===== config.mk =====
export PLATFORM = sky130hd
export DESIGN_NAME = dtcr_top
export DESIGN_NICKNAME = d
export VERILOG_FILES = /design/src/shared/dtcr_pkg.sv /design/src/logic/dtcr_sampler.sv /design/src/logic/dtcr_top.sv
export SDC_FILE = /design/constraint.sdc
export NUM_CORES = 1
export LEC_CHECK = 0
export ABC_CLOCK_PERIOD_IN_PS = 4000
export BUFFER_PORTS_ARGS = -buffer_cell sky130_fd_sc_hd__buf_2
export CAP_MARGIN = 15
export CORE_MARGIN = 3
export CORE_UTILIZATION = 45
export CTS_CLUSTER_DIAMETER = 30
export DETAILED_ROUTE_END_ITERATION = 12
export PLACE_DENSITY = 0.71
export RECOVER_POWER = 100
export SYNTH_ARGS = -nofsm -noshare
export SYNTH_HDL_FRONTEND = slang
export SYNTH_HIERARCHICAL = 1
export SYNTH_SLANG_ARGS = --single-unit

===== constraint.sdc =====
create_clock -name sys_clk -period 4 [get_ports sys_clk]
set_input_delay 0.6 -clock sys_clk [delete_from_list [all_inputs] [get_ports sys_clk]]
set_output_delay 0.6 -clock sys_clk [all_outputs]
set_load 0.02 [all_outputs]

===== src/shared/dtcr_pkg.sv =====
// Package for the dual timer with capture/reload block.
// Assumes a single 200 MHz clock and a plain register port.
package dtcr_pkg;
	// Register byte offsets
	localparam logic [7:0] OFS_CORE_CTRL  = 8'h18;
	localparam logic [7:0] OFS_CAP_RELOAD = 8'h1c;
	localparam logic [7:0] OFS_AUX_CTRL   = 8'h20;
	localparam logic [7:0] OFS_IRQ        = 8'h24;
	localparam logic [7:0] OFS_AUX_COUNT  = 8'h2c;
	localparam logic [7:0] OFS_CORE_COUNT = 8'h30;
	// Reset values
	localparam logic [15:0] RST_CORE_CTRL = 16'h0000;
	localparam logic [15:0] RST_COUNT     = 16'h0000;
	localparam logic [15:0] RST_AUX_CTRL  = 16'h0000;
	// Core control field positions
	localparam int POS_RUN     = 6;
	localparam int POS_DIR     = 7;
	localparam int POS_EXTDIR  = 8;
	localparam int POS_OUTEN   = 9;
	localparam int POS_TOGGLE  = 10;
	localparam int POS_BPS_LO  = 11;
	localparam int POS_CLR_CAP = 14;
	localparam int POS_RELOAD  = 15;
	// Writable mask of core control (bit 13 reserved)
	localparam logic [15:0] CORE_CTRL_MASK = 16'hdfff;
	// Aux control positions (own layout)
	localparam int POS_AUX_RUN  = 6;
	localparam int POS_AUX_DIR  = 7;
	localparam int POS_AUX_CAPT = 15;
	localparam int POS_AUX_CE   = 12;
	localparam logic [15:0] AUX_CTRL_MASK = 16'hb0ff;
	// Irq register positions
	localparam int POS_IRQ_AUX  = 0;
	localparam int POS_IRQ_CORE = 1;
	localparam int POS_IRQ_CAP  = 2;
	localparam int POS_IEN_LO   = 4;
	// Block prescaler divide-1 values
	localparam logic [3:0] BPS_DIV4  = 4'h3;
	localparam logic [3:0] BPS_DIV2  = 4'h1;
	localparam logic [3:0] BPS_DIV16 = 4'hf;
	localparam logic [3:0] BPS_DIV8  = 4'h7;
	// Timer modes
	typedef enum logic [2:0] {
		DTCR_MODE_TIMER  = 3'b000,
		DTCR_MODE_COUNT  = 3'b001,
		DTCR_MODE_GATE_L = 3'b010,
		DTCR_MODE_GATE_H = 3'b011
	} dtcr_mode_t;
	// Capture edge select
	typedef enum logic [1:0] {
		DTCR_CAP_OFF  = 2'b00,
		DTCR_CAP_RISE = 2'b01,
		DTCR_CAP_FALL = 2'b10,
		DTCR_CAP_ANY  = 2'b11
	} dtcr_edge_t;
	// Sampled external inputs
	typedef struct packed {
		logic count_in;
		logic gate_in;
		logic ext_dir;
		logic capture;
	} dtcr_pins_t;
	// Register port request
	typedef struct packed {
		logic        wr;
		logic        rd;
		logic [7:0]  addr;
		logic [15:0] wdata;
	} dtcr_bus_t;
endpackage


===== src/logic/dtcr_sampler.sv =====
// Samples the external inputs on the basic clock enable.
// Assumes pins already synchronous to sys_clk.
`timescale 1ns/1ps
module dtcr_sampler (
	// Clock and reset
	input  wire logic                sys_clk,
	input  wire logic                rst,
	// Basic clock enable
	input  wire logic                sample_en,
	// Pins
	input  wire dtcr_pkg::dtcr_pins_t pins,
	// Sampled levels and changes
	output dtcr_pkg::dtcr_pins_t     level,
	output dtcr_pkg::dtcr_pins_t     rise,
	output dtcr_pkg::dtcr_pins_t     fall
);
	dtcr_pkg::dtcr_pins_t prev_reg;
	dtcr_pkg::dtcr_pins_t cur_reg;

	// Two consecutive samples taken on the basic clock
	always_ff @(posedge sys_clk) begin
		if (rst) begin
			prev_reg <= '0;
			cur_reg  <= '0;
		end else if (sample_en) begin
			prev_reg <= cur_reg;
			cur_reg  <= pins;
		end
	end

	// A change needs two samples that differ, one pulse per sample
	assign level = cur_reg;
	assign rise  = sample_en ? (cur_reg & ~prev_reg) : '0;
	assign fall  = sample_en ? (~cur_reg & prev_reg) : '0;
endmodule // dtcr_sampler


===== src/logic/dtcr_top.sv =====
// Dual timer with capture/reload: core timer, aux timer, capture register.
// Assumes synchronous pins and a one-cycle strobe register port.
`timescale 1ns/1ps
module dtcr_top (
	// Clock and reset
	input  wire logic                 sys_clk,
	input  wire logic                 rst,
	// Register port
	input  wire dtcr_pkg::dtcr_bus_t  bus,
	output logic [15:0]               rdata,
	// External inputs
	input  wire dtcr_pkg::dtcr_pins_t pins,
	// Outputs
	output logic                      core_toggle_pin,
	output logic                      core_toggle_pin_oe,
	output logic                      aux_irq,
	output logic                      core_irq,
	output logic                      capture_irq
);
	logic [15:0] core_ctrl_reg;
	logic [15:0] aux_ctrl_reg;
	logic [15:0] core_timer_reg;
	logic [15:0] aux_timer_reg;
	logic [15:0] capture_reload_reg;
	logic [2:0]  irq_flag_reg;
	logic [2:0]  irq_en_reg;
	logic [3:0]  bps_cnt_reg;
	logic [9:0]  core_pre_reg;
	logic [9:0]  aux_pre_reg;
	logic        basic_en;
	logic [3:0]  bps_div;
	dtcr_pkg::dtcr_pins_t lvl, rise, fall;
	logic        wr_core_ctrl, wr_aux_ctrl, wr_irq;
	logic        wr_core_cnt, wr_aux_cnt, wr_capture_reload_reg;
	logic        core_tick, aux_tick, core_down, aux_down;
	logic        core_wrap, aux_wrap, cap_evt;
	dtcr_pkg::dtcr_mode_t core_mode, aux_mode;
	dtcr_pkg::dtcr_edge_t cap_sel;

	// Prescaler and tick for one timer
	function automatic logic pre_tick(input logic [9:0] pre,
	                                  input logic [2:0] sel);
		logic [9:0] mask;
		mask = 10'((11'h1 << sel) - 11'h1);
		return (pre & mask) == mask;
	endfunction

	// Mode gating of a timer tick
	function automatic logic mode_tick(input dtcr_pkg::dtcr_mode_t m,
	                                   input logic pre_ok, input logic gate,
	                                   input logic cnt_ok);
		logic t;
		t = 1'b0;
		case (m)
			dtcr_pkg::DTCR_MODE_TIMER:  t = pre_ok;
			dtcr_pkg::DTCR_MODE_COUNT:  t = cnt_ok;
			dtcr_pkg::DTCR_MODE_GATE_L: t = pre_ok & ~gate;
			dtcr_pkg::DTCR_MODE_GATE_H: t = pre_ok & gate;
			default:                    t = 1'b0; // Reserved codes hold
		endcase
		return t;
	endfunction

	// Counter edge selected by input select (1 rise, 2 fall, 3 any)
	function automatic logic cnt_edge(input logic [2:0] sel,
	                                  input logic r, input logic f);
		return (sel[0] & r) | (sel[1] & f);
	endfunction

	// Address decode
	assign wr_core_ctrl = bus.wr && bus.addr == dtcr_pkg::OFS_CORE_CTRL;
	assign wr_aux_ctrl  = bus.wr && bus.addr == dtcr_pkg::OFS_AUX_CTRL;
	assign wr_irq       = bus.wr && bus.addr == dtcr_pkg::OFS_IRQ;
	assign wr_core_cnt  = bus.wr && bus.addr == dtcr_pkg::OFS_CORE_COUNT;
	assign wr_aux_cnt   = bus.wr && bus.addr == dtcr_pkg::OFS_AUX_COUNT;
	assign wr_capture_reload_reg    = bus.wr && bus.addr == dtcr_pkg::OFS_CAP_RELOAD;

	// Block prescaler divide selection, non-linear encoding
	always_comb begin
		case (core_ctrl_reg[dtcr_pkg::POS_BPS_LO +: 2])
			2'b00:   bps_div = dtcr_pkg::BPS_DIV4;
			2'b01:   bps_div = dtcr_pkg::BPS_DIV2;
			2'b10:   bps_div = dtcr_pkg::BPS_DIV16;
			default: bps_div = dtcr_pkg::BPS_DIV8;
		endcase
	end

	// Basic clock divider, one-cycle enable
	always_ff @(posedge sys_clk) begin
		if (rst) begin
			bps_cnt_reg <= 4'h0;
		end else if (bps_cnt_reg >= bps_div) begin
			bps_cnt_reg <= 4'h0;
		end else begin
			bps_cnt_reg <= bps_cnt_reg + 4'h1;
		end
	end
	assign basic_en = (bps_cnt_reg >= bps_div);

	// Input sampling on the basic clock
	dtcr_sampler u_sampler (
		.sys_clk   (sys_clk),
		.rst       (rst),
		.sample_en (basic_en),
		.pins      (pins),
		.level     (lvl),
		.rise      (rise),
		.fall      (fall)
	);

	// Field views
	assign core_mode = dtcr_pkg::dtcr_mode_t'(core_ctrl_reg[5:3]);
	assign aux_mode  = dtcr_pkg::dtcr_mode_t'({1'b0, aux_ctrl_reg[4:3]});
	assign cap_sel   = dtcr_pkg::dtcr_edge_t'(
		aux_ctrl_reg[dtcr_pkg::POS_AUX_CE +: 2]);

	// Direction: external pin only when enabled
	assign core_down = core_ctrl_reg[dtcr_pkg::POS_EXTDIR] ?
		lvl.ext_dir : core_ctrl_reg[dtcr_pkg::POS_DIR];
	assign aux_down  = aux_ctrl_reg[dtcr_pkg::POS_AUX_DIR];

	// Count ticks gated by run bits and modes
	assign core_tick = basic_en && core_ctrl_reg[dtcr_pkg::POS_RUN] &&
		mode_tick(core_mode, pre_tick(core_pre_reg, core_ctrl_reg[2:0]),
		lvl.gate_in, cnt_edge(core_ctrl_reg[2:0], rise.count_in,
		fall.count_in));
	assign aux_tick = basic_en && aux_ctrl_reg[dtcr_pkg::POS_AUX_RUN] &&
		mode_tick(aux_mode, pre_tick(aux_pre_reg, aux_ctrl_reg[2:0]),
		lvl.gate_in, cnt_edge(aux_ctrl_reg[2:0], rise.count_in,
		fall.count_in));

	// Wrap detection
	assign core_wrap = core_tick && (core_down ? core_timer_reg == 16'h0000 :
		core_timer_reg == 16'hffff);
	assign aux_wrap = aux_tick && (aux_down ? aux_timer_reg == 16'h0000 :
		aux_timer_reg == 16'hffff);

	// Capture event on selected edge
	assign cap_evt = (cap_sel[0] & rise.capture) |
		(cap_sel[1] & fall.capture);

	// Core input prescaler on the basic clock
	always_ff @(posedge sys_clk) begin
		if (rst) begin
			core_pre_reg <= 10'h000;
		end else if (basic_en) begin
			core_pre_reg <= core_pre_reg + 10'h001;
		end
	end

	// Aux input prescaler, free running so a new select takes at once
	always_ff @(posedge sys_clk) begin
		if (rst) begin
			aux_pre_reg <= 10'h000;
		end else if (basic_en) begin
			aux_pre_reg <= aux_pre_reg + 10'h001;
		end
	end

	// Core control register with toggle latch
	always_ff @(posedge sys_clk) begin
		if (rst) begin
			core_ctrl_reg <= dtcr_pkg::RST_CORE_CTRL;
		end else if (wr_core_ctrl) begin
			core_ctrl_reg <= bus.wdata & dtcr_pkg::CORE_CTRL_MASK;
		end else if (core_wrap) begin
			core_ctrl_reg[dtcr_pkg::POS_TOGGLE] <=
				~core_ctrl_reg[dtcr_pkg::POS_TOGGLE];
		end
	end

	// Aux control register
	always_ff @(posedge sys_clk) begin
		if (rst) begin
			aux_ctrl_reg <= dtcr_pkg::RST_AUX_CTRL;
		end else if (wr_aux_ctrl) begin
			aux_ctrl_reg <= bus.wdata & dtcr_pkg::AUX_CTRL_MASK;
		end
	end

	// Core timer: write, clear on capture, reload, count
	always_ff @(posedge sys_clk) begin
		if (rst) begin
			core_timer_reg <= dtcr_pkg::RST_COUNT;
		end else if (wr_core_cnt) begin
			core_timer_reg <= bus.wdata;
		end else if (cap_evt && core_ctrl_reg[dtcr_pkg::POS_CLR_CAP]) begin
			core_timer_reg <= 16'h0000;
		end else if (core_wrap && core_ctrl_reg[dtcr_pkg::POS_RELOAD]) begin
			core_timer_reg <= capture_reload_reg;
		end else if (core_tick) begin
			core_timer_reg <= core_down ? core_timer_reg - 16'h0001 :
				core_timer_reg + 16'h0001;
		end
	end

	// Aux timer: write, count
	always_ff @(posedge sys_clk) begin
		if (rst) begin
			aux_timer_reg <= dtcr_pkg::RST_COUNT;
		end else if (wr_aux_cnt) begin
			aux_timer_reg <= bus.wdata;
		end else if (aux_tick) begin
			aux_timer_reg <= aux_down ? aux_timer_reg - 16'h0001 :
				aux_timer_reg + 16'h0001;
		end
	end

	// Capture/reload register
	always_ff @(posedge sys_clk) begin
		if (rst) begin
			capture_reload_reg <= dtcr_pkg::RST_COUNT;
		end else if (wr_capture_reload_reg) begin
			capture_reload_reg <= bus.wdata;
		end else if (cap_evt && aux_ctrl_reg[dtcr_pkg::POS_AUX_CAPT]) begin
			capture_reload_reg <= aux_timer_reg;
		end
	end

	// Request flags, set wins over a software clear; write 1 clears
	always_ff @(posedge sys_clk) begin
		if (rst) begin
			irq_flag_reg <= 3'h0;
		end else begin
			irq_flag_reg <= (irq_flag_reg & ~(wr_irq ? bus.wdata[2:0] : 3'h0))
				| {cap_evt, core_wrap, aux_wrap};
		end
	end

	// Interrupt enables, written in the same access as the flag clears
	always_ff @(posedge sys_clk) begin
		if (rst) begin
			irq_en_reg <= 3'h0;
		end else if (wr_irq) begin
			irq_en_reg <= bus.wdata[dtcr_pkg::POS_IEN_LO +: 3];
		end
	end

	// Interrupt lines, registered so they lag their flags one cycle
	always_ff @(posedge sys_clk) begin
		if (rst) begin
			aux_irq     <= 1'b0;
			core_irq    <= 1'b0;
			capture_irq <= 1'b0;
		end else begin
			aux_irq     <= irq_flag_reg[0] & irq_en_reg[0];
			core_irq    <= irq_flag_reg[1] & irq_en_reg[1];
			capture_irq <= irq_flag_reg[2] & irq_en_reg[2];
		end
	end

	// Toggle output, held low while its enable is off
	always_ff @(posedge sys_clk) begin
		if (rst) begin
			core_toggle_pin    <= 1'b0;
			core_toggle_pin_oe <= 1'b0;
		end else begin
			core_toggle_pin <= core_ctrl_reg[dtcr_pkg::POS_OUTEN] &
				core_ctrl_reg[dtcr_pkg::POS_TOGGLE];
			core_toggle_pin_oe <= core_ctrl_reg[dtcr_pkg::POS_OUTEN];
		end
	end

	// Read data one cycle after the read strobe, zero otherwise
	always_ff @(posedge sys_clk) begin
		if (rst || !bus.rd) begin
			rdata <= 16'h0000;
		end else if (bus.addr == dtcr_pkg::OFS_CORE_CTRL) begin
			rdata <= core_ctrl_reg;
		end else if (bus.addr == dtcr_pkg::OFS_CAP_RELOAD) begin
			rdata <= capture_reload_reg;
		end else if (bus.addr == dtcr_pkg::OFS_AUX_CTRL) begin
			rdata <= aux_ctrl_reg;
		end else if (bus.addr == dtcr_pkg::OFS_IRQ) begin
			rdata <= {9'h000, irq_en_reg, 1'b0, irq_flag_reg};
		end else if (bus.addr == dtcr_pkg::OFS_AUX_COUNT) begin
			rdata <= aux_timer_reg;
		end else if (bus.addr == dtcr_pkg::OFS_CORE_COUNT) begin
			rdata <= core_timer_reg;
		end else begin
			rdata <= 16'h0000;
		end
	end
endmodule // dtcr_top


==> flow_summary.ini, run 1 <==
[outcome]
outcome = finished, violations left
violations = max-capacitance violations, max-slew violations

[clock_tree]
cts.sinks = 125
postCtsSetupRepairBufs = 0
ctsHtreeMaxLevel = 4
clkLatencyLatePin_ns = 0.41
numCtsBuffers = 17
clockBufferDepth = 2
cts_tree = done
root_buffer = clkbuf_16
holdBufCountCts = 0
cts_resized = 0
clkTransAtPathRegs_ns = 0.05

[timing]
setup_slack_ns = 0.480
final.setup_skew_ns = 0.00675
rsz0062_at_grt = false
tns_ns = 0
fin_crit_ns = 3.52
max-slew-margin-rel_pct = -44.7
hold_viol_final = 0
slew_viol_final = 49
period_share_pct = 88.0
fmax_mhz = 284
setup_viol = 0
worst_pin_slew_ns = 2.17

[placement]
dpl_worst_slack_ns = 0.746
gp_congestion = 0.913
numPortBuffers = 52
place_hpwl_mm = 16.0

[routing]
viasPerCell = 6.18
drc = 0
drtAntennaViolNets = 0
wirelength_mm = 22.7
drt_iter0_markers = 771
dr.pass1.iters = 7
vias = 7220
wl_per_cell_um = 19.4

[setup_path]
r2r_start = core_ctrl_reg[11]
arrival_ns = 3.77
required_ns = 4.25
startpoint_type = input port
cp-end-kind = flop
crit_type = in -> reg
r2r_cells = 13
cp-startpoint = rst
cp_max_fo = 48

[final_layout]
diodes = 0
syn_to_final_growth_pct = 13.1
drive_above_1_share_pct = 9.66
nets = 1009

[floorplanning]
row_count = 46
fp.dieArea_um2 = 18000
die_w_um = 134
initial_utilization_pct = 46.2
ios = 53
coreArea_um2 = 16000
dieHeight_um = 134

[min_path]
hold_class = in -> reg
hold_start = pins[2]
hold_depth = 3

[global_route]
first_global_vias = 6524
antenna_found_initial = 0
grt_pass1_wl_mm = 35.5
grt-ovfl-total = 0
grt_use_total_pct = 24.8
grt_max_degree = 60

[power]
p_leak_uw = 0.00312
ir_worst_vdd_mv = 0.283
pwr_density_cell_nw_per_um2 = 362

[synthesis]
syn_area_per_cell_um2 = 8.15
synth_fp_nets = 975
syn-cell-area_um2 = 7390
syn-instance-count = 907
ys_warn_count = 6

[flow_run]
maxCapViolCount = 1
## area by class of cell
cell class	count	area, um^2
well taps	216	270
multi-input cells	714	4600
inverters	15	56.3
fillers	1571	7640
repair buffers	68	343
flip-flops and latches	125	2500
clock buffers	20	447
clock inverters	10	143
## where the power goes
part	switching [uW]	internal (uW)	total [uW]
sequential	25.4	1270	1290
combinational	118	69.1	187
clock	559	988	1550
## cells in the final DEF (no fill, tap or decap), types with 4 or more instances in the layout
cell type / instances
o211ai_1: 4
buf_4: 13
mux2_2: 9
and3_1: 13
nand2b_1: 11
clkinvlp_4: 4
o41ai_1: 4
nor4_1: 15
dfxtp_1: 125
a211oi_1: 19
a22o_1: 5
nand4_1: 12
o21ai_0: 33
a22oi_1: 10
ha_1: 34
or4_1: 4
a2111oi_0: 4
and2_1: 4
xnor2_1: 24
xor2_1: 14
clkbuf_16: 17
nor2_1: 99
a311oi_1: 22
inv_1: 15
mux2i_1: 39
o21a_1: 7
a21o_1: 10
clkbuf_1: 26
a222oi_1: 13
a21oi_1: 59
nand3_1: 48
nor3_1: 23
a31oi_1: 9
buf_2: 30
o22ai_1: 4
nor2b_1: 12
nand2_1: 102
nor3b_1: 4
## through the flow
stage / utilization, % / total power (uW) / cell area, um^2 / cells / hold WS, ns
after detailed placement: 48.9 / 1500 / 7830 / 1138 / 0.449
after CTS: 52.6 / 3040 / 8420 / 1168 / 0.421
after floorplan: - / 1440 / 7390 / 907 / 0.437
after global routing: 52.3 / 3120 / 8360 / 1168 / 0.445
final: 52.3 / 3030 / 8360 / 1168 / 0.432
after global placement: 48.9 / 1500 / 7830 / 1138 / 0.446
## path summary, 6_finish.rpt
| path | slack [ns] | endpoint |
|---|---|---|
| min reg2reg | 0.46 | aux_ctrl_reg[5] |
| max reg2reg | 0.54 | core_timer_reg[13] |
| min | 0.43 | u_sampler/level[2] |
| max | 0.48 | rdata[11] |
## worst max-delay path, stage by stage
cell and delay [ns]:
clkbuf_1 1.51, inv_1 0.71, nand2_1 0.72, nor3_1 0.19
## metal layers
metal	part of all wire, %	global-route usage, %	vias up
li1	-	-	3442
met1	43	35.2	3363
met2	44	37.2	359
met3	8.7	4.20	56
met4	3.5	10.4	0
met5	0	0	-
(Power assumes the default switching activity.)
==> run 2: changes to the inputs <==
==> constraint.sdc (replaced) <==
create_clock -name sys_clk -period 4 [get_ports sys_clk]
set_input_delay 0.2 -clock sys_clk [delete_from_list [all_inputs] [get_ports sys_clk]]
set_output_delay 0.2 -clock sys_clk [all_outputs]
set_load 0.02 [all_outputs]
==> flow_summary.ini, run 2 (synthesis gave the netlist of run 1 again) <==
[clock_tree]
clkTransAtPathRegs_ns = 0.06
clockBufferDepth = 2
numCtsBuffers = 17
cts.sinks = 125
postCtsSetupRepairBufs = 0
cts_tree = done
holdBufCountCts = 0
cts_resized = 0
clkLatencyLatePin_ns = 0.43
ctsHtreeMaxLevel = 4
root_buffer = clkbuf_16

[power]
pwr_density_cell_nw_per_um2 = 373
ir_worst_vdd_mv = 0.325
p_leak_uw = 0.00314

[global_route]
grt_pass1_wl_mm = 36.3
antenna_found_initial = 0
first_global_vias = 6694
grt_use_total_pct = 25.4
grt_max_degree = 70
grt-ovfl-total = 0

[setup_path]
r2r_setup_slack_ns = 0.47
crit_path_frequent_cell = a21oi_1
cp_max_fo = 14
slowest_delay_ns = 0.82
cp-end-kind = flop
path_cells = nand2b_1 > ha_1 > a21oi_1 > o21ai_2 > and3b_2 > a22o_1 > nand3b_1 > o41ai_1 > a21oi_1 > nor4_1 > a2111oi_0
required_ns = 4.28
cp-startpoint = core_ctrl_reg[11]
worst_path_max_delay_cell = a21oi_1
r2r_start = core_ctrl_reg[11]
crit_type = reg -> reg
arrival_ns = 3.81
startpoint_type = flop

[timing]
fmax_mhz = 283
hold_viol_final = 0
rsz0062_at_grt = false
worst_pin_slew_ns = 1.65
max-slew-margin-rel_pct = -9.90
tns_ns = 0
slew_viol_final = 39
setup_viol = 0
period_share_pct = 88.2
final.setup_skew_ns = 0.00874
fin_crit_ns = 3.53

[floorplanning]
dieHeight_um = 134
die_w_um = 134
coreArea_um2 = 16000
ios = 53
row_count = 46
initial_utilization_pct = 46.2
fp.dieArea_um2 = 18000

[placement]
numPortBuffers = 52
place_hpwl_mm = 16.2
gp_congestion = 0.948
dpl_cell_area_um2 = 7820

[final_layout]
layout_common_cells = dfxtp_1 (125), nand2_1 (102), nor2_1 (99)
drive_above_1_share_pct = 9.87
final_area_um2 = 8390
fill_cells = 1594
diodes = 0
syn_to_final_growth_pct = 13.5
final_common_cell = dfxtp_1
nets = 1007

[min_path]
hold_class = in -> reg
hold_start = pins[2]

[outcome]
outcome = finished, violations left
violations = max-capacitance violations, max-slew violations

[routing]
dr.pass1.iters = 8
viasPerCell = 6.20
drc = 0
wirelength_mm = 22.6
wl_per_cell_um = 19.3
vias = 7240
drt_iter0_markers = 824
drtAntennaViolNets = 0

[flow_run]
maxCapViolCount = 2
## run 2: cell types whose count changed in the layout (fill, tap and decap cells not counted)
cell and change:
and3b_2 +1, clkbuf_1 -1, buf_4 -2, clkbuf_8 +1
a2111oi_0 -1, clkinv_2 -1, a2111oi_1 +1, inv_6 +7
and3b_1 -1, buf_2 -1, clkinvlp_4 -3
## run 2: worst paths after layout
check,endpoint,depth (start not counted)
hold / removal,u_sampler/level[2],3
setup / recovery,core_timer_reg[15],11
hold reg to reg,aux_ctrl_reg[5],2
setup reg to reg,core_timer_reg[15],11
## run 2: stage by stage
step / util (%) / power (uW) / instances / hold WS, ns / setup WS [ns]
6_report: 52.4 / 3130 / 1168 / 0.0165 / 0.470
3_3_place_gp: 48.9 / 1500 / 1136 / 0.443 / 0.765
4_1_cts: 52.8 / 3140 / 1168 / 0.00857 / 0.602
3_5_place_dp: 48.9 / 1500 / 1136 / 0.447 / 0.646
5_1_grt: 52.4 / 3220 / 1168 / 0.0387 / 0.185
2_1_floorplan: - / 1440 / 907 / 0.327 / 0.691
## run 2: cell type report
class / count / area [um^2] / share of cell area [%]
clock buffer: 19 / 453 / 5.40
clock inverter: 13 / 176 / 2.10
inverter: 15 / 56.3 / 0.671
multi-input combinational: 714 / 4600 / 54.9
sequential: 125 / 2500 / 29.8
tap: 216 / 270 / 3.22
timing repair buffer: 66 / 327 / 3.89
## run 2: worst max-delay path, delay by kind of cell, from the launching register on
| kind | cells | cell delay (ns) |
|---|---|---|
| compound gates | 6 | 2.03 |
| simple gates | 4 | 0.72 |
| flops | 1 | 0.33 |
| fa+ha+maj | 1 | 0.30 |
## run 2: layer usage
metal	share of wire (%)	vias up	track usage, %
li1	-	3440	-
met2	44	348	38.2
met5	0	-	0
met4	3.1	0	9.73
met1	43	3394	36.1
met3	9.2	58	4.99
## run 2: where the power goes
group          leakage, uW  total (uW)  switching [uW]  internal (uW)
Clock             0.000306        1650             620           1030
Sequential         0.00101        1290            24.5           1270
Combinational      0.00183         186             120           66.1
Total              0.00314        3130             764           2360
